### src/design/rx_wb_pkg.sv
package rx_wb_pkg;

   // Register byte offsets on the Avalon-MM slave.
   localparam logic [7:0]  OFS_CTRL          = 8'h00;
   localparam logic [7:0]  OFS_VET           = 8'h04;
   localparam logic [7:0]  OFS_CSUM          = 8'h08;
   localparam logic [7:0]  OFS_FLEX          = 8'h0C;
   localparam logic [7:0]  OFS_STATUS        = 8'h10;
   localparam logic [7:0]  OFS_BUF_SIZE      = 8'h14;

   // Values after reset.
   localparam logic [31:0] CTRL_RESET        = 32'h0000_0000;
   localparam logic [15:0] VET_RESET         = 16'h8100;
   localparam logic [7:0]  CSUM_START_RESET  = 8'h00;
   localparam logic [3:0]  FLEX_RESET        = 4'h0;

   // Control register field positions.
   localparam int unsigned VLAN_MODE_ENABLE          = 0;
   localparam int unsigned CTRL_EXSTEN       = 1;
   localparam int unsigned CTRL_DTYP_LO      = 2;
   localparam int unsigned CTRL_BSIZE_LO     = 4;
   localparam int unsigned CTRL_BSEX         = 6;
   localparam int unsigned CTRL_ACKD_DIS     = 7;
   localparam int unsigned CTRL_MRQE_LO      = 8;

   // Frame byte positions of the type field and the tag control field.
   localparam logic [15:0] TYPE_HI_IDX       = 16'h000C;
   localparam logic [15:0] TYPE_LO_IDX       = 16'h000D;
   localparam logic [15:0] TCI_HI_IDX        = 16'h000E;
   localparam logic [15:0] TCI_LO_IDX        = 16'h000F;

   // Write-back status bit positions.
   localparam int unsigned ST_DD             = 0;
   localparam int unsigned ST_EOP            = 1;
   localparam int unsigned ST_VP             = 3;
   localparam int unsigned ST_IP_IDENT_VALID          = 9;
   localparam int unsigned ST_ACK            = 15;

   // Receive buffer sizes in bytes.
   localparam logic [15:0] BUF_256           = 16'h0100;
   localparam logic [15:0] BUF_512           = 16'h0200;
   localparam logic [15:0] BUF_1024          = 16'h0400;
   localparam logic [15:0] BUF_2048          = 16'h0800;
   localparam logic [15:0] BUF_4096          = 16'h1000;
   localparam logic [15:0] BUF_8192          = 16'h2000;
   localparam logic [15:0] BUF_16384         = 16'h4000;

   typedef enum logic [3:0] {
      RSS_NONE   = 4'h0,
      RSS_V4_TCP = 4'h1,
      RSS_V4     = 4'h2,
      RSS_V6_TCP = 4'h3,
      RSS_V6     = 4'h5
   } rss_type_t;

   typedef struct packed {
      logic [63:0] buf_addr;
      logic [63:0] word1;
   } rx_desc_t;

   typedef struct packed {
      logic [7:0] data;
      logic       eop;
   } rx_byte_t;

   typedef struct packed {
      logic [15:0] ip_ident;
      logic        ip_ident_valid;
      logic [3:0]  rss_type;
      logic [4:0]  queue;
      logic [11:0] ext_error;
      logic        tcp_ack;
      logic        tcp_payload;
   } frame_meta_t;

   typedef struct packed {
      logic [63:0] hi;
      logic [63:0] lo;
   } wb_desc_t;

endpackage

### src/design/rx_buffer_size.sv
module rx_buffer_size (
   // Receive control fields
   input  wire logic [1:0]  buffer_size_field,
   input  wire logic        buffer_size_extension,
   input  wire logic [1:0]  descriptor_type,
   input  wire logic [3:0]  flexible_buffer_size,
   // Resulting size in bytes
   output logic      [15:0] size_bytes
);
   import rx_wb_pkg::*;

   // Descriptor type 11 forces the size of the one buffer this block fills to 2048 bytes.
   always_comb begin
      size_bytes = BUF_2048;
      if (flexible_buffer_size != 4'h0) begin
         size_bytes = {2'b00, flexible_buffer_size, 10'h000};
      end else if (buffer_size_extension) begin
         case (buffer_size_field)
            2'b01:   size_bytes = BUF_16384;
            2'b10:   size_bytes = BUF_8192;
            2'b11:   size_bytes = BUF_4096;
            default: size_bytes = BUF_2048;
         endcase
      end else begin
         case (buffer_size_field)
            2'b01:   size_bytes = BUF_1024;
            2'b10:   size_bytes = BUF_512;
            2'b11:   size_bytes = BUF_256;
            default: size_bytes = BUF_2048;
         endcase
      end
      if (descriptor_type == 2'b11) begin
         size_bytes = BUF_2048;
      end
   end

endmodule

### src/design/rx_descriptor_writeback.sv
// What this block does
// - Matching tagged frame: record tag, strip bytes
// - Untagged frame writes zero tag field
// - Tag holds identifier, format flag, priority
// - Extended format needs status enable, type 00
// - Read word zero is buffer address
// - Buffer size from receive control fields
// - Done bit set when descriptor finished
// - End of packet only in last descriptor
// - Queue field: type 3:0, queue 12:8
// - Queue reserved when multi-queue disabled
// - Hash type codes; reserved codes written zero
// - Packet checksum at word zero 63:48
// - Checksum begins at programmed start offset
// - Stripped tag excluded from checksum and offset
// - IP identification at word zero 47:32
// - Extended status 19:0, reserved bits zero
// - Acknowledge bit, payload case by disable bit
module rx_descriptor_writeback (
   // Clock and reset
   input  wire logic                     clk,
   input  wire logic                     rst,
   // Avalon-MM register slave
   input  wire logic [7:0]               avs_address,
   input  wire logic                     avs_read,
   input  wire logic                     avs_write,
   input  wire logic [31:0]              avs_writedata,
   input  wire logic [3:0]               avs_byteenable,
   output logic      [31:0]              avs_readdata,
   output logic                          avs_waitrequest,
   // Descriptors fetched from the host ring
   input  wire logic                     desc_valid,
   input  wire rx_wb_pkg::rx_desc_t      desc_in,
   output logic                          desc_ready,
   // Received frame bytes, meta valid with the last byte
   input  wire logic                     rx_valid,
   input  wire rx_wb_pkg::rx_byte_t      rx_in,
   input  wire rx_wb_pkg::frame_meta_t   rx_meta,
   output logic                          rx_ready,
   // Bytes stored to host memory
   output logic                          out_valid,
   output logic      [7:0]               out_data,
   output logic      [63:0]              out_addr,
   output logic                          out_last,
   // Descriptor write-back
   output logic                          wb_valid,
   output rx_wb_pkg::wb_desc_t           wb_out
);
   import rx_wb_pkg::*;

   typedef enum logic [1:0] {
      S_STREAM = 2'b01,
      S_FLUSH  = 2'b10
   } flow_t;

   function automatic logic [31:0] merge_be(input logic [31:0] old_v,
                                            input logic [31:0] new_v,
                                            input logic [3:0]  be);
      logic [31:0] res;
      res = old_v;
      for (int i = 0; i < 4; i++) begin
         if (be[i]) begin
            res[8*i +: 8] = new_v[8*i +: 8];
         end
      end
      return res;
   endfunction

   function automatic logic [3:0] rss_code(input logic [3:0] t);
      case (t)
         RSS_V4_TCP, RSS_V4, RSS_V6_TCP, RSS_V6: rss_code = t;
         default:                                rss_code = RSS_NONE;
      endcase
   endfunction

   // Software registers.
   logic [31:0] ctrl_r;
   logic [15:0] vet_r;
   logic [7:0]  csum_start_r;
   logic [3:0]  flex_r;
   logic [15:0] buf_size;
   logic [15:0] frames_r;
   logic [7:0]  skipped_r;

   logic        vlan_mode_enable;
   logic        extended_status_enable;
   logic [1:0]  descriptor_type;
   logic        ack_data_disable;
   logic [1:0]  mrq_enable;

   assign vlan_mode_enable       = ctrl_r[VLAN_MODE_ENABLE];
   assign extended_status_enable = ctrl_r[CTRL_EXSTEN];
   assign descriptor_type        = ctrl_r[CTRL_DTYP_LO +: 2];
   assign ack_data_disable       = ctrl_r[CTRL_ACKD_DIS];
   assign mrq_enable             = ctrl_r[CTRL_MRQE_LO +: 2];

   // Frame path state.
   flow_t       state_r;
   logic        has_desc_r;
   logic        ext_fmt_r;
   logic [63:0] desc_addr_r;
   logic [15:0] desc_len_r;
   logic [15:0] desc_size_r;
   logic [15:0] in_idx_r;
   logic [7:0]  s0_data_r, s1_data_r;
   logic [15:0] s0_idx_r,  s1_idx_r;
   logic        s0_eop_r,  s1_eop_r;
   logic        s0_vld_r,  s1_vld_r;
   logic        tagged_r;
   logic [15:0] tci_r;
   logic [15:0] out_pos_r;
   frame_meta_t meta_r;
   logic [15:0] csum;

   // Write-back staging, one cycle so that the last byte is in the checksum.
   logic        wb_pend_r;
   logic        wb_eop_r;
   logic        wb_vp_r;
   logic        wb_ext_r;
   logic [15:0] wb_len_r;

   logic        req;
   logic        bus_acc;
   logic        accept;
   logic        take;
   logic        shift;
   logic        emit;
   logic        tag_hit;
   logic        in_tag;
   logic        drop;
   logic        keep;
   logic        desc_full;
   logic        close;
   logic        has_desc_nxt;
   flow_t       state_nxt;
   logic [15:0] desc_len_inc;
   logic [31:0] rd_mux;

   rx_buffer_size u_buf_size (
      .buffer_size_field     (ctrl_r[CTRL_BSIZE_LO +: 2]),
      .buffer_size_extension (ctrl_r[CTRL_BSEX]),
      .descriptor_type       (descriptor_type),
      .flexible_buffer_size  (flex_r),
      .size_bytes            (buf_size)
   );

   always_comb begin
      req          = avs_read | avs_write;
      bus_acc      = req & ~avs_waitrequest;
      accept       = rx_valid & rx_ready;
      take         = desc_valid & desc_ready;
      shift        = accept | ((state_r == S_FLUSH) & has_desc_r);
      emit         = shift & s1_vld_r;
      tag_hit      = vlan_mode_enable & s0_vld_r & (s1_idx_r == TYPE_HI_IDX)
                     & (s0_idx_r == TYPE_LO_IDX) & ({s1_data_r, s0_data_r} == vet_r);
      in_tag       = (s1_idx_r >= TYPE_HI_IDX) && (s1_idx_r <= TCI_LO_IDX);
      drop         = in_tag & ((s1_idx_r == TYPE_HI_IDX) ? tag_hit : tagged_r);
      keep         = emit & ~drop;
      desc_len_inc = desc_len_r + {15'h0000, keep};
      desc_full    = keep & (desc_len_inc == desc_size_r);
      close        = emit & (s1_eop_r | desc_full);
      has_desc_nxt = has_desc_r;
      if (close) begin
         has_desc_nxt = 1'b0;
      end else if (take && !desc_in.word1[ST_DD]) begin
         has_desc_nxt = 1'b1;
      end
      state_nxt = state_r;
      case (state_r)
         S_STREAM: if (accept && rx_in.eop) state_nxt = S_FLUSH;
         S_FLUSH:  if (emit && s1_eop_r) state_nxt = S_STREAM;
         default:  state_nxt = S_STREAM;
      endcase
   end

   // Avalon slave: one wait state, then the access completes.
   always_ff @(posedge clk) begin
      if (rst) begin
         avs_waitrequest <= 1'b1;
      end else begin
         avs_waitrequest <= ~(req & avs_waitrequest);
      end
   end

   always_comb begin
      case (avs_address)
         OFS_CTRL:     rd_mux = ctrl_r;
         OFS_VET:      rd_mux = {16'h0000, vet_r};
         OFS_CSUM:     rd_mux = {24'h000000, csum_start_r};
         OFS_FLEX:     rd_mux = {28'h0000000, flex_r};
         OFS_STATUS:   rd_mux = {frames_r, skipped_r, 5'h00, state_r == S_FLUSH,
                                 ext_fmt_r, has_desc_r};
         OFS_BUF_SIZE: rd_mux = {16'h0000, buf_size};
         default:      rd_mux = 32'h0000_0000;
      endcase
   end

   always_ff @(posedge clk) begin
      if (rst) begin
         avs_readdata <= 32'h0000_0000;
      end else if (req && avs_waitrequest) begin
         avs_readdata <= rd_mux;
      end
   end

   always_ff @(posedge clk) begin
      if (rst) begin
         ctrl_r       <= CTRL_RESET;
         vet_r        <= VET_RESET;
         csum_start_r <= CSUM_START_RESET;
         flex_r       <= FLEX_RESET;
      end else if (bus_acc && avs_write) begin
         case (avs_address)
            OFS_CTRL: ctrl_r <= merge_be(ctrl_r, avs_writedata, avs_byteenable) & 32'h0000_03FF;
            OFS_VET:  vet_r  <= 16'(merge_be({16'h0000, vet_r}, avs_writedata, avs_byteenable));
            OFS_CSUM: if (avs_byteenable[0]) csum_start_r <= avs_writedata[7:0];
            OFS_FLEX: if (avs_byteenable[0]) flex_r <= avs_writedata[3:0];
            default:  ;
         endcase
      end
   end

   // Descriptor ownership. One with the done bit still set is skipped and counted.
   always_ff @(posedge clk) begin
      if (rst) begin
         has_desc_r  <= 1'b0;
         desc_ready  <= 1'b0;
         desc_addr_r <= 64'h0000_0000_0000_0000;
         desc_size_r <= BUF_2048;
         ext_fmt_r   <= 1'b0;
         skipped_r   <= 8'h00;
      end else begin
         has_desc_r <= has_desc_nxt;
         desc_ready <= ~has_desc_nxt;
         if (take && !desc_in.word1[ST_DD]) begin
            desc_addr_r <= desc_in.buf_addr;
            desc_size_r <= buf_size;
            ext_fmt_r   <= extended_status_enable & (descriptor_type == 2'b00);
         end
         if (take && desc_in.word1[ST_DD]) begin
            skipped_r <= skipped_r + 8'h01;
         end
      end
   end

   // Input stalls while the last bytes drain or no buffer is owned.
   always_ff @(posedge clk) begin
      if (rst) begin
         state_r  <= S_STREAM;
         rx_ready <= 1'b0;
         in_idx_r <= 16'h0000;
      end else begin
         state_r  <= state_nxt;
         rx_ready <= has_desc_nxt & (state_nxt == S_STREAM);
         if (accept) begin
            in_idx_r <= rx_in.eop ? 16'h0000 : in_idx_r + 16'h0001;
         end
      end
   end

   // Two-byte pipeline, one byte of look-ahead, so the type field is known before byte 12 leaves.
   always_ff @(posedge clk) begin
      if (rst) begin
         s0_vld_r  <= 1'b0;
         s1_vld_r  <= 1'b0;
         s0_data_r <= 8'h00;
         s1_data_r <= 8'h00;
         s0_idx_r  <= 16'h0000;
         s1_idx_r  <= 16'h0000;
         s0_eop_r  <= 1'b0;
         s1_eop_r  <= 1'b0;
      end else if (shift) begin
         s1_vld_r  <= s0_vld_r;
         s1_data_r <= s0_data_r;
         s1_idx_r  <= s0_idx_r;
         s1_eop_r  <= s0_eop_r;
         s0_vld_r  <= accept;
         s0_data_r <= rx_in.data;
         s0_idx_r  <= in_idx_r;
         s0_eop_r  <= accept & rx_in.eop;
      end
   end

   always_ff @(posedge clk) begin
      if (rst) begin
         tagged_r <= 1'b0;
         tci_r    <= 16'h0000;
         meta_r   <= '0;
      end else begin
         if (close && s1_eop_r) begin
            tagged_r <= 1'b0;
         end else if (emit && s1_idx_r == TYPE_HI_IDX) begin
            tagged_r <= tag_hit;
         end
         if (accept && in_idx_r == TCI_HI_IDX) begin
            tci_r[15:8] <= rx_in.data;
         end
         if (accept && in_idx_r == TCI_LO_IDX) begin
            tci_r[7:0] <= rx_in.data;
         end
         if (accept && rx_in.eop) begin
            meta_r <= rx_meta;
         end
      end
   end

   // Store path and per-buffer byte count.
   always_ff @(posedge clk) begin
      if (rst) begin
         out_valid  <= 1'b0;
         out_data   <= 8'h00;
         out_addr   <= 64'h0000_0000_0000_0000;
         out_last   <= 1'b0;
         desc_len_r <= 16'h0000;
      end else begin
         out_valid  <= keep;
         out_data   <= s1_data_r;
         out_addr   <= desc_addr_r + {48'h0000_0000_0000, desc_len_r};
         out_last   <= emit & s1_eop_r;
         desc_len_r <= close ? 16'h0000 : desc_len_inc;
      end
   end

   // Position counts stored bytes only, so a stripped tag shifts the start offset too.
   always_ff @(posedge clk) begin
      if (rst) begin
         out_pos_r <= 16'h0000;
      end else if (accept && in_idx_r == 16'h0000) begin
         out_pos_r <= 16'h0000;
      end else if (keep) begin
         out_pos_r <= out_pos_r + 16'h0001;
      end
   end

   rx_pkt_checksum u_csum (
      .clk       (clk),
      .rst       (rst),
      .clear     (accept && in_idx_r == 16'h0000),
      .add       (keep && out_pos_r >= {8'h00, csum_start_r}),
      .high_half (~out_pos_r[0]),
      .data_byte (s1_data_r),
      .sum       (csum)
   );

   always_ff @(posedge clk) begin
      if (rst) begin
         wb_pend_r <= 1'b0;
         wb_eop_r  <= 1'b0;
         wb_vp_r   <= 1'b0;
         wb_ext_r  <= 1'b0;
         wb_len_r  <= 16'h0000;
         frames_r  <= 16'h0000;
      end else begin
         wb_pend_r <= close;
         if (close) begin
            wb_eop_r <= s1_eop_r;
            wb_vp_r  <= tagged_r;
            wb_ext_r <= ext_fmt_r;
            wb_len_r <= desc_len_inc;
         end
         if (close && s1_eop_r) begin
            frames_r <= frames_r + 16'h0001;
         end
      end
   end

   // Frame-wide fields go only into the last buffer of a frame.
   always_ff @(posedge clk) begin
      if (rst) begin
         wb_valid <= 1'b0;
         wb_out   <= '0;
      end else begin
         wb_valid <= wb_pend_r;
         if (wb_pend_r) begin
            wb_out <= '0;
            wb_out.hi[ST_DD]  <= 1'b1;
            wb_out.hi[ST_EOP] <= wb_eop_r;
            wb_out.hi[47:32]  <= wb_len_r;
            if (wb_eop_r) begin
               wb_out.hi[63:48] <= wb_vp_r ? tci_r : 16'h0000;
               wb_out.hi[ST_VP] <= wb_vp_r;
               wb_out.hi[31:20] <= meta_r.ext_error;
               if (wb_ext_r) begin
                  wb_out.lo[63:48]    <= csum;
                  wb_out.lo[47:32]    <= meta_r.ip_ident;
                  wb_out.hi[ST_IP_IDENT_VALID] <= meta_r.ip_ident_valid;
                  wb_out.hi[ST_ACK]   <= meta_r.tcp_ack
                                         & (~meta_r.tcp_payload | ~ack_data_disable);
                  wb_out.lo[3:0]      <= rss_code(meta_r.rss_type);
                  wb_out.lo[12:8]     <= (mrq_enable == 2'b00) ? 5'h00 : meta_r.queue;
               end
            end
         end
      end
   end

endmodule

### src/design/rx_pkt_checksum.sv
module rx_pkt_checksum (
   // Clock and reset
   input  wire logic        clk,
   input  wire logic        rst,
   // Byte feed
   input  wire logic        clear,
   input  wire logic        add,
   input  wire logic        high_half,
   input  wire logic [7:0]  data_byte,
   // Running sum
   output logic      [15:0] sum
);

   logic [16:0] raw;
   logic [15:0] folded;

   // Ones' complement addition: the carry out wraps back into bit 0.
   always_comb begin
      raw    = {1'b0, sum} + (high_half ? {1'b0, data_byte, 8'h00} : {9'h000, data_byte});
      folded = raw[15:0] + {15'h0000, raw[16]};
   end

   always_ff @(posedge clk) begin
      if (rst || clear) begin
         sum <= 16'h0000;
      end else if (add) begin
         sum <= folded;
      end
   end

endmodule

### config.mk
export PLATFORM = sky130hd
export DESIGN_NAME = rx_descriptor_writeback
export DESIGN_NICKNAME = d
export VERILOG_FILES = /design/src/design/rx_wb_pkg.sv /design/src/design/rx_buffer_size.sv /design/src/design/rx_descriptor_writeback.sv /design/src/design/rx_pkt_checksum.sv
export SDC_FILE = /design/constraint.sdc
export NUM_CORES = 1
export LEC_CHECK = 0
export ABC_AREA = 1
export BUFFER_PORTS_ARGS = -buffer_cell sky130_fd_sc_hd__buf_2
export CORE_MARGIN = 2
export CORE_UTILIZATION = 51
export CTS_CLUSTER_DIAMETER = 100
export CTS_CLUSTER_SIZE = 20
export DETAILED_ROUTE_END_ITERATION = 10
export GPL_TIMING_DRIVEN = 0
export PLACE_DENSITY = 0.77
export SLEW_MARGIN = 20
export SYNTH_ARGS = -nofsm -noshare
export SYNTH_HDL_FRONTEND = slang
export SYNTH_HIERARCHICAL = 1
export SYNTH_SLANG_ARGS = --single-unit
export TNS_END_PERCENT = 30
### constraint.sdc
create_clock -name clk -period 3.15 [get_ports clk]
set_input_delay 0.63 -clock clk [delete_from_list [all_inputs] [get_ports clk]]
set_output_delay 0.63 -clock clk [all_outputs]
set_load 0.02 [all_outputs]
# == Word level (Yosys, flattened, before mapping) ==
# Index checks and enable logic that the tools add are counted.
# W data, S select, Z words.
# totals
in_bits,227
regBits,539
elab_cells,173
# classes
mux,30
order_cmp,3
reduce_logical,30
n_addsub,8
n_eq_ne,22
n_bitwise,29
# ops
operator,n
$pmux W32 S6,1
$mux W16,7
$add A64 B16 Y64,1
$eq A16 B4 Y1 const B,4
$mux W32,2
$add A16 B1 Y16 const B,3
$pmux W15 S3,1
$pmux W12 S3,1
$add A16 B1 Y16,2
$eq A16 B16 Y1,2
$and A1 B1 Y1,19
$reduce_and A3 Y1,6
$add A16 B17 Y17,1
$eq A8 B4 Y1 const B,2
$eq A8 B5 Y1 const B,2
$ge A16 B4 Y1 const B,1
$ge A16 B8 Y1,1
$le A16 B4 Y1 const B,1
$logic_not A16 Y1,1
$mux W5,3
$logic_and A1 B1 Y1,13
$mux W12,1
$mux W4,3
$add A8 B1 Y8 const B,1
other kinds (18),43

# == Logic depth before layout (Yosys ltp) ==
# Gate-level depths: netlist (run 1).
# logic_depth
ltp_word,15
ltp_mapped,28

# == Modules after synthesis ==
# Netlist (run 1), hierarchy kept.
# modules_own_cells
mod,cells_each,n_inst,seq_area_each_um2,area_each_um2
rx_descriptor_writeback,3044,1,10470.0,22305.1
rx_pkt_checksum,383,1,320.3,2102.0
rx_buffer_size,40,1,0.0,196.4

# == Worst setup path after synthesis (run 1) ==
# Ideal clock, no wire load.
# synth_timing
path_type,reg2reg
from,reg out_pos_r[0]
to,reg u_csum.sum[14]
setup_slack_ns,-0.142
path_stages_with_launch,29
path_buffers,2
arrival_time_ns,3.183
synth_period_minus_slack_ns,3.292
path_cell_list,dfxtp_1 inv_1 clkbuf_1 clkbuf_1 nor2_1 ha_1 nand2_1 nand2_1 inv_2 nand2_2 nand2_1 nand2_1 nand2_1 nand2_1 a21oi_1 o21bai_1 ha_1 ha_1 inv_1 nor2_2 nand3_1 nor2_2 nand3_2 nor2_4 nand3_1 nand2_1 nand3_1 nand2_1 inv_1
# synth_between
elab_chain_cells,3
word_cells_on_any_way,5
classes_between,add/sub (2); order compare (1); mux (1); reduce/logical (1)
# synth_lines
item,line,rtl
"start, declared",rx_descriptor_writeback.sv:111,logic [15:0] out_pos_r;
"start signal, assigned",rx_descriptor_writeback.sv:331,out_pos_r <= out_pos_r + 16'h0001;
$mux W16,rx_pkt_checksum.sv:19,"raw = {1'b0, sum} + (high_half ? {1'b0, data_byte, 8'h00} : {9'h000, data_byte});"
$add A16 B17 Y17,rx_pkt_checksum.sv:19,
$add A16 B1 Y16,rx_pkt_checksum.sv:20,"folded = raw[15:0] + {15'h0000, raw[16]};"
"end signal, assigned",rx_pkt_checksum.sv:27,sum <= folded;
"end, declared",rx_pkt_checksum.sv:11,output logic [15:0] sum
# Parallel ways exist; a longest one is shown, timed or not.
# A chain may end at the register's enable or synchronous reset.

# == Worst setup path after layout (run 1) ==
# layout_timing
from,reg out_pos_r[0]
to,reg u_csum.sum[15]
# Same word-level chain as after synthesis.

==> results of run 1 <==
flip-flops by register name, summed over array words and instances (netlist names), 10 cells and up:
register,cells
u_csum/sum,16
desc_addr_r,64
wb_out,90
meta_r,40
s0_idx_r,16
tci_r,16
out_addr,64
ctrl_r,10
avs_readdata,32
in_idx_r,16
s1_idx_r,16
desc_size_r,16
frames_r,16
desc_len_r,16
out_pos_r,16
wb_len_r,16
vet_r,16
worst max path at each step:
| stage | start | to | slack [ps] | depth (start not counted) |
|---|---|---|---|---|
| after floorplan | out_pos_r[0] | u_csum/sum[14] | -3 | 27 |
| after global placement | rx_valid | rx_ready | -1140 | 23 |
| after detailed placement | rx_valid | wb_len_r[14] | -1110 | 25 |
| after CTS | out_pos_r[0] | u_csum/sum[14] | -8 | 26 |
| after global routing | out_pos_r[0] | u_csum/sum[14] | -290 | 26 |
| final | out_pos_r[0] | u_csum/sum[15] | -130 | 25 |
routing by layer:
metal	part of all wire (%)	wire length, microns	up-vias	track usage, %
met2	42	36060	1150	49.63
met3	11	9186	195	8.959
met5	0.014	12	-	0
met1	43	36250	11330	43.65
li1	-	-	12200	-
met4	4.1	3529	2	13.16
final cells by class:
type	count	area, sq um	share of cell area, %
diodes	5	12.51	0.04320
plain buffers	185	945.9	3.266
clock buffers	31	754.5	2.605
clock inverters	1	16.27	0.05617
inverters	387	1463	5.051
multi-input cells	2400	12030	41.52
flip-flops and latches	539	10810	37.33
well taps	615	769.5	2.657
repair buffers	400	2160	7.457
repair inverters	1	3.754	0.01296
cell usage in the layout (no fill, tap or decap), types with 42 or more instances in the layout:
| master | Yosys | layout |
|---|---|---|
| sky130_fd_sc_hd__a21oi_1 | 325 | 323 |
| sky130_fd_sc_hd__a22oi_1 | 50 | 50 |
| sky130_fd_sc_hd__buf_2 | 5 | 349 |
| sky130_fd_sc_hd__buf_4 | 48 | 101 |
| sky130_fd_sc_hd__clkbuf_1 | 122 | 116 |
| sky130_fd_sc_hd__conb_1 | 2 | 47 |
| sky130_fd_sc_hd__dfxtp_1 | 539 | 527 |
| sky130_fd_sc_hd__ha_1 | 52 | 42 |
| sky130_fd_sc_hd__inv_1 | 380 | 373 |
| sky130_fd_sc_hd__nand2_1 | 641 | 626 |
| sky130_fd_sc_hd__nand3_1 | 231 | 221 |
| sky130_fd_sc_hd__nor2_1 | 488 | 473 |
| sky130_fd_sc_hd__nor3_1 | 47 | 46 |
| sky130_fd_sc_hd__o21ai_0 | 296 | 277 |
metrics by stage:
step           worst slack (ps)  cell area, sq um  power, uW  TNS [ps]  hold slack [ps]
6_report                 -134.0             28960      12190    -932.0            240.1
5_1_grt                  -293.2             28950      12540     -8775            252.5
4_1_cts                  -8.042             28660      12160    -9.066            228.8
3_5_place_dp              -1108             27310       8293    -50790            433.3
3_3_place_gp              -1135             27310       8283    -49010            432.9
2_1_floorplan            -3.317             24820       7861    -3.317            419.6
cells by family (layout without fill, tap and decap cells):
group | after synthesis | count (layout) | share of synthesized area [%]
other | 2 | 52 | 0.03052
AOI/OAI and AO/OA | 756 | 756 | 16.77
adders and majority gates | 54 | 54 | 2.807
xor gates and xnor gates | 26 | 26 | 1.042
buffers and inverters | 573 | 1005 | 9.591
DFF | 539 | 539 | 43.86
and+or+nand+nor | 1517 | 1517 | 25.90
worst max-delay path: cells and delay by family (launching register included):
family	cells	cell delay (ps)
DFF	1	370
AOI/OAI and AO/OA	1	110
buffers and inverters	11	1070
and+or+nand+nor	11	1090
adders and majority gates	2	580
power by group:
group	leakage (uW)	switching [uW]	internal, uW
clock	0.000378	2250	1700
sequential	0.00437	128	6970
combinational	0.00782	768	367
total	0.0126	3150	9040
repair_timing:
item,in CTS,in global routing
resized for setup,63,80
gates cloned,3,1
setup endpoints to repair,52,100
pin swaps,28,32
hold endpoints to repair,0,0
setup buffers,44,9
==> impl_metrics.sql, run 1 <==
INSERT INTO impl_metrics (metric_group, metric, value, unit) VALUES
('setup_path', 'crit_top_cell', 'sky130_fd_sc_hd__buf_4', ''),
('floorplanning', 'die_h', '223.6', 'microns'),
('setup_path', 'reg2reg_depth', '25', ''),
('final_layout', 'drive_gt1_share', '15.75', '%'),
('final_layout', 'fillers', '4485', ''),
('final_layout', 'layoutNonFillerInstCount', '4564', ''),
('floorplanning', 'top_level_ports', '465', ''),
('sta', 'tightest_slew', '1265', 'ps'),
('final_layout', 'postLayoutCoreUtil', '60.78', '%'),
('floorplanning', 'initial_core_utilization', '51.64', '%'),
('yosys', 'synthCells', '3467', ''),
('yosys', 'synth.distinct_cells', '57', ''),
('setup_path', 'worst_r2r_startpoint', 'out_pos_r[0]', ''),
('global_routing', 'grt_usage', '32.56', '%'),
('floorplanning', 'dieWidth', '223.6', 'microns'),
('routing', 'route.detailed.drc', '0', ''),
('clock_network', 'clock_sink_count', '539', ''),
('clock_network', 'tritoncts', 'done', ''),
('setup_path', 'slowest_stage', 'sky130_fd_sc_hd__fa_2', ''),
('pwr', 'leakage', '0.01256', 'uW'),
('routing', 'drt.antenna.violating_nets', '0', ''),
('setup_path', 'arrival', '3840', 'ps'),
('yosys', 'edff_count_synth', '0', ''),
('placement', 'placed_cells', '4471', ''),
('yosys', 'main_synth_ff_type', 'sky130_fd_sc_hd__dfxtp_1', ''),
('routing', 'drt_pass1_iterations', '7', ''),
('hold_path', 'hold_end', 'desc_addr_r[37]', ''),
('floorplanning', 'core_area', '47650', 'sq um'),
('floorplanning', 'std_cell_rows', '80', ''),
('placement', 'gp_routability_congestion', '1.016', ''),
('sta', 'slew_headroom', '15.68', '%'),
('global_routing', 'grt_pass1_wl', '126.4', 'mm'),
('routing', 'drtIter0Drc', '2420', ''),
('run_status', 'failed_checks', 'setup timing', ''),
('setup_path', 'worst-setup-path-type', 'flip-flop to flip-flop', ''),
('routing', 'drt-wirelength-per-cell', '18.63', 'microns'),
('sta', 'drv_slew', '0', ''),
('yosys', 'number_of_storage_elements_in_the_synthesis_netlist', '539', ''),
('hold_path', 'worstHoldPathCells', '3', ''),
('clock_network', 'cts_inserted_buffers', '30', ''),
('run_status', 'status', 'finished, violations left', ''),
('sta', 'fmaxAchievable', '304.5', 'MHz'),
('yosys', 'asyncSetResetFlopFracSynth', '0', '%'),
('setup_path', 'critPathLaunchType', 'flip-flop', ''),
('yosys', 'syn-mean-instance-area', '7.097', 'sq um'),
('setup_path', 'max_stage_delay', '420', 'ps'),
('clock_network', 'htree_levels', '1', ''),
('global_routing', 'antenna_found_initial', '6', ''),
('clock_network', 'postCtsHoldBufs', '0', ''),
('global_routing', 'grt_overflow_total', '0', ''),
('hold_path', 'worst_hold_class', 'input pin to flip-flop', ''),
('yosys', 'synth.yosys.seq_area_share', '43.86', '%'),
('final_layout', 'finish.net_count', '4225', ''),
('final_layout', 'flow.area_growth_from_synthesis', '17.71', '%'),
('sta', 'setup_ws', '-134.0', 'ps'),
('clock_network', 'clkSlewWorstSetupHoldPaths', '80', 'ps'),
('floorplanning', 'dieArea', '50010', 'sq um'),
('clock_network', 'clock_path_buffers', '3', ''),
('sta', 'setup_violations', '19', ''),
('routing', 'vias', '24870', ''),
('placement', 'port_buffers', '344', ''),
('placement', 'place.detailed.hpwl', '65.58', 'mm'),
('hold_path', 'hold_path_startpoint', 'desc_in[101]', ''),
('routing', 'drt_wl_total', '85.04', 'mm'),
('setup_path', 'register_to_register_path_setup_slack', '-130', 'ps'),
('pwr', 'pwr_density_cell', '420.8', 'nW/um^2'),
('yosys', 'synth_top_cells_by_area', 'sky130_fd_sc_hd__dfxtp_1, sky130_fd_sc_hd__nand2_1, sky130_fd_sc_hd__nor2_1', ''),
('sta', 'finalCritPeriodShare', '104.3', '%'),
('yosys', 'synthesis.area', '24600', 'sq um'),
('clock_network', 'clockRootBuffer', 'sky130_fd_sc_hd__clkbuf_16', ''),
('setup_path', 'worst_setup_path_end_kind', 'flip-flop', '');
(Power assumes the default switching activity.)
==> inputs of run 2 (changes only) <==
TNS_END_PERCENT = 5   (was 30)
==> impl_metrics.sql, run 2 (same netlist as run 1, synthesis figures left out) <==
INSERT INTO impl_metrics (metric_group, metric, value, unit) VALUES
('floorplanning', 'initial_core_utilization', '51.64', '%'),
('global_routing', 'grt_usage', '32.56', '%'),
('hold_path', 'hold_path_startpoint', 'desc_in[83]', ''),
('setup_path', 'arrival', '3850', 'ps'),
('routing', 'drt-wirelength-per-cell', '18.64', 'microns'),
('clock_network', 'clkSlewWorstSetupHoldPaths', '80', 'ps'),
('sta', 'hold_viol', '0', ''),
('placement', 'place.detailed.hpwl', '65.58', 'mm'),
('job', 'timing.max_cap.violations', '0', ''),
('clock_network', 'clock_sink_count', '539', ''),
('setup_path', 'max_stage_delay', '420', 'ps'),
('final_layout', 'layoutNonFillerInstCount', '4562', ''),
('global_routing', 'first_global_vias', '22360', ''),
('global_routing', 'antenna_found_initial', '6', ''),
('floorplanning', 'die_h', '223.6', 'microns'),
('setup_path', 'worst-setup-path-type', 'flip-flop to flip-flop', ''),
('pwr', 'leakage', '0.01255', 'uW'),
('pwr', 'total_power', '12180', 'uW'),
('global_routing', 'grt_pass1_wl', '126.4', 'mm'),
('floorplanning', 'top_level_ports', '465', ''),
('setup_path', 'register_to_register_path_setup_slack', '-140', 'ps'),
('routing', 'via_density', '5.468', ''),
('final_layout', 'layout_commonest_cell', 'sky130_fd_sc_hd__nand2_1', ''),
('final_layout', 'top_regs', 'wb_out (90), desc_addr_r (64), out_addr (64)', ''),
('hold_path', 'hold_end', 'desc_addr_r[19]', ''),
('setup_path', 'reg2reg_depth', '25', ''),
('sta', 'rsz0062_at_grt', 'true', ''),
('final_layout', 'flow.area_growth_from_synthesis', '17.60', '%'),
('setup_path', 'slowest_stage', 'sky130_fd_sc_hd__fa_2', ''),
('placement', 'placed_cells', '4471', ''),
('routing', 'vias', '24940', ''),
('placement', 'port_buffers', '344', ''),
('clock_network', 'htree_levels', '1', ''),
('clock_network', 'clockRootBuffer', 'sky130_fd_sc_hd__clkbuf_16', ''),
('pwr', 'pwr_density_cell', '421.1', 'nW/um^2'),
('routing', 'drt_wl_total', '85.02', 'mm'),
('run_status', 'status', 'finished, violations left', ''),
('clock_network', 'postCtsHoldBufs', '0', ''),
('hold_path', 'worstHoldPathCells', '3', ''),
('sta', 'slew_headroom', '19.67', '%'),
('pwr', 'power.ir.vdd_worst', '0.0004180', 'V'),
('final_layout', 'finish.net_count', '4224', ''),
('run_status', 'failed_checks', 'setup timing', ''),
('setup_path', 'worst-path-max-fanout', '5', ''),
('sta', 'min_period', '3286', 'ps'),
('sta', 'setup_violations', '27', ''),
('global_routing', 'grt_start_max_net_pins', '21', ''),
('setup_path', 'crit_top_cell', 'sky130_fd_sc_hd__buf_4', ''),
('sta', 'tightest_slew', '1205', 'ps'),
('final_layout', 'postLayoutCellArea', '28930', 'sq um'),
('floorplanning', 'std_cell_rows', '80', ''),
('final_layout', 'registers.top_by_ff_count', 'wb_out', ''),
('sta', 'drv_slew', '0', ''),
('clock_network', 'clk-insertion-delay-late', '620', 'ps'),
('sta', 'finalCritPeriodShare', '104.3', '%'),
('routing', 'drt.antenna.violating_nets', '0', ''),
('final_layout', 'largest_reg_flops', '90', ''),
('sta', 'setup_ws', '-136.3', 'ps'),
('hold_path', 'worst_hold_class', 'input pin to flip-flop', ''),
('placement', 'place_ws', '-1108', 'ps'),
('placement', 'gp_routability_congestion', '1.016', ''),
('routing', 'drt_pass1_iterations', '6', ''),
('final_layout', 'drive_gt1_share', '15.72', '%'),
('clock_network', 'cts_inserted_buffers', '30', ''),
('final_layout', 'layout_common_cells', 'sky130_fd_sc_hd__nand2_1, sky130_fd_sc_hd__dfxtp_1, sky130_fd_sc_hd__nor2_1, sky130_fd_sc_hd__inv_1, sky130_fd_sc_hd__buf_2', ''),
('placement', 'placed_cell_area', '27310', 'sq um'),
('clock_network', 'clock_path_buffers', '3', ''),
('floorplanning', 'dieWidth', '223.6', 'microns'),
('sta', 'setup_total_negative_slack', '-1120', 'ps'),
('setup_path', 'crit-reg2reg-capture', 'u_csum/sum[8]', ''),
('sta', 'final_skew', '20.34', 'ps'),
('routing', 'route.detailed.drc', '0', ''),
('setup_path', 'worst_setup_path_end_kind', 'flip-flop', ''),
('floorplanning', 'core_area', '47650', 'sq um'),
('sta', 'fmaxAchievable', '304.3', 'MHz'),
('setup_path', 'critical_path_required', '3710', 'ps'),
('clock_network', 'tritoncts', 'done', ''),
('final_layout', 'fillers', '4489', ''),
('setup_path', 'worst_r2r_startpoint', 'out_pos_r[0]', ''),
('setup_path', 'critPathLaunchType', 'flip-flop', ''),
('routing', 'drtIter0Drc', '2498', ''),
('global_routing', 'grt_overflow_total', '0', ''),
('floorplanning', 'dieArea', '50010', 'sq um');
==> run 2: changes by cell type in the layout (fill, tap and decap cells not counted) <==
| cell | change |
|---|---|
| sky130_fd_sc_hd__a21oi_4 | -1 |
| sky130_fd_sc_hd__a21oi_2 | +1 |
| sky130_fd_sc_hd__buf_6 | -2 |
| sky130_fd_sc_hd__buf_2 | +1 |
| sky130_fd_sc_hd__diode_2 | -1 |
==> run 2: power by group <==
group / leakage, uW / internal [uW] / switching, uW
clock: 0.000378 / 1700 / 2250
combinational: 0.00781 / 365 / 767
sequential: 0.00437 / 6970 / 128
total: 0.0126 / 9030 / 3150
==> run 2: through the flow <==
| stage | utilization (%) | hold WS [ps] |
|---|---|---|
| after detailed placement | 57.32 | 433.3 |
| after global placement | 57.32 | 432.9 |
| after CTS | 60.15 | 228.8 |
| after global routing | 60.71 | 252.5 |
| final | 60.72 | 243.1 |
| after floorplan | - | 419.6 |
==> run 2: critical path: cells and delay by family (launching register included) <==
family,cells,cell delay [ps]
buffers and inverters,14,1420
and+or+nand+nor,8,740
AOI/OAI and AO/OA,1,130
adders and majority gates,2,580
DFF,1,370
==> run 2: how the worst max path moves through the flow <==
stage,start,slack [ps],endpoint,cells past startpoint
after floorplan,out_pos_r[0],-3,u_csum/sum[14],27
after global placement,rx_valid,-1140,rx_ready,23
after detailed placement,rx_valid,-1110,wb_len_r[14],25
after CTS,out_pos_r[0],-8,u_csum/sum[14],26
after global routing,out_pos_r[0],-290,u_csum/sum[14],26
final,out_pos_r[0],-140,u_csum/sum[8],25
==> run 2: area by class of cell <==
cell class / count / area (sq um) / share of cell area, %
Antenna cell: 4 / 10.01 / 0.03460
Buffer: 185 / 939.7 / 3.248
Clock buffer: 31 / 754.5 / 2.608
Clock inverter: 1 / 16.27 / 0.05622
Inverter: 387 / 1463 / 5.055
Multi-Input combinational cell: 2400 / 12020 / 41.54
Sequential cell: 539 / 10810 / 37.36
Tap cell: 615 / 769.5 / 2.660
Timing Repair Buffer: 399 / 2148 / 7.425
Timing Repair inverter: 1 / 3.754 / 0.01297
==> run 2: per-layer routing <==
| metal | up-vias | global-route usage [%] | part of all wire, % |
|---|---|---|---|
| li1 | 12190 | - | - |
| met1 | 11390 | 43.65 | 42 |
| met2 | 1180 | 49.63 | 42 |
| met3 | 191 | 8.959 | 11 |
| met4 | 2 | 13.16 | 4.2 |
| met5 | - | 0 | 0.014 |
==> run 2: timing repair <==
action / CTS / global route
gates resized for setup: 63 / 74
setup buffers: 44 / 9
endpoints found under the hold margin: 0 / 0
pin swaps: 28 / 32
setup endpoints to repair: 52 / 100
cloned: 3 / 0
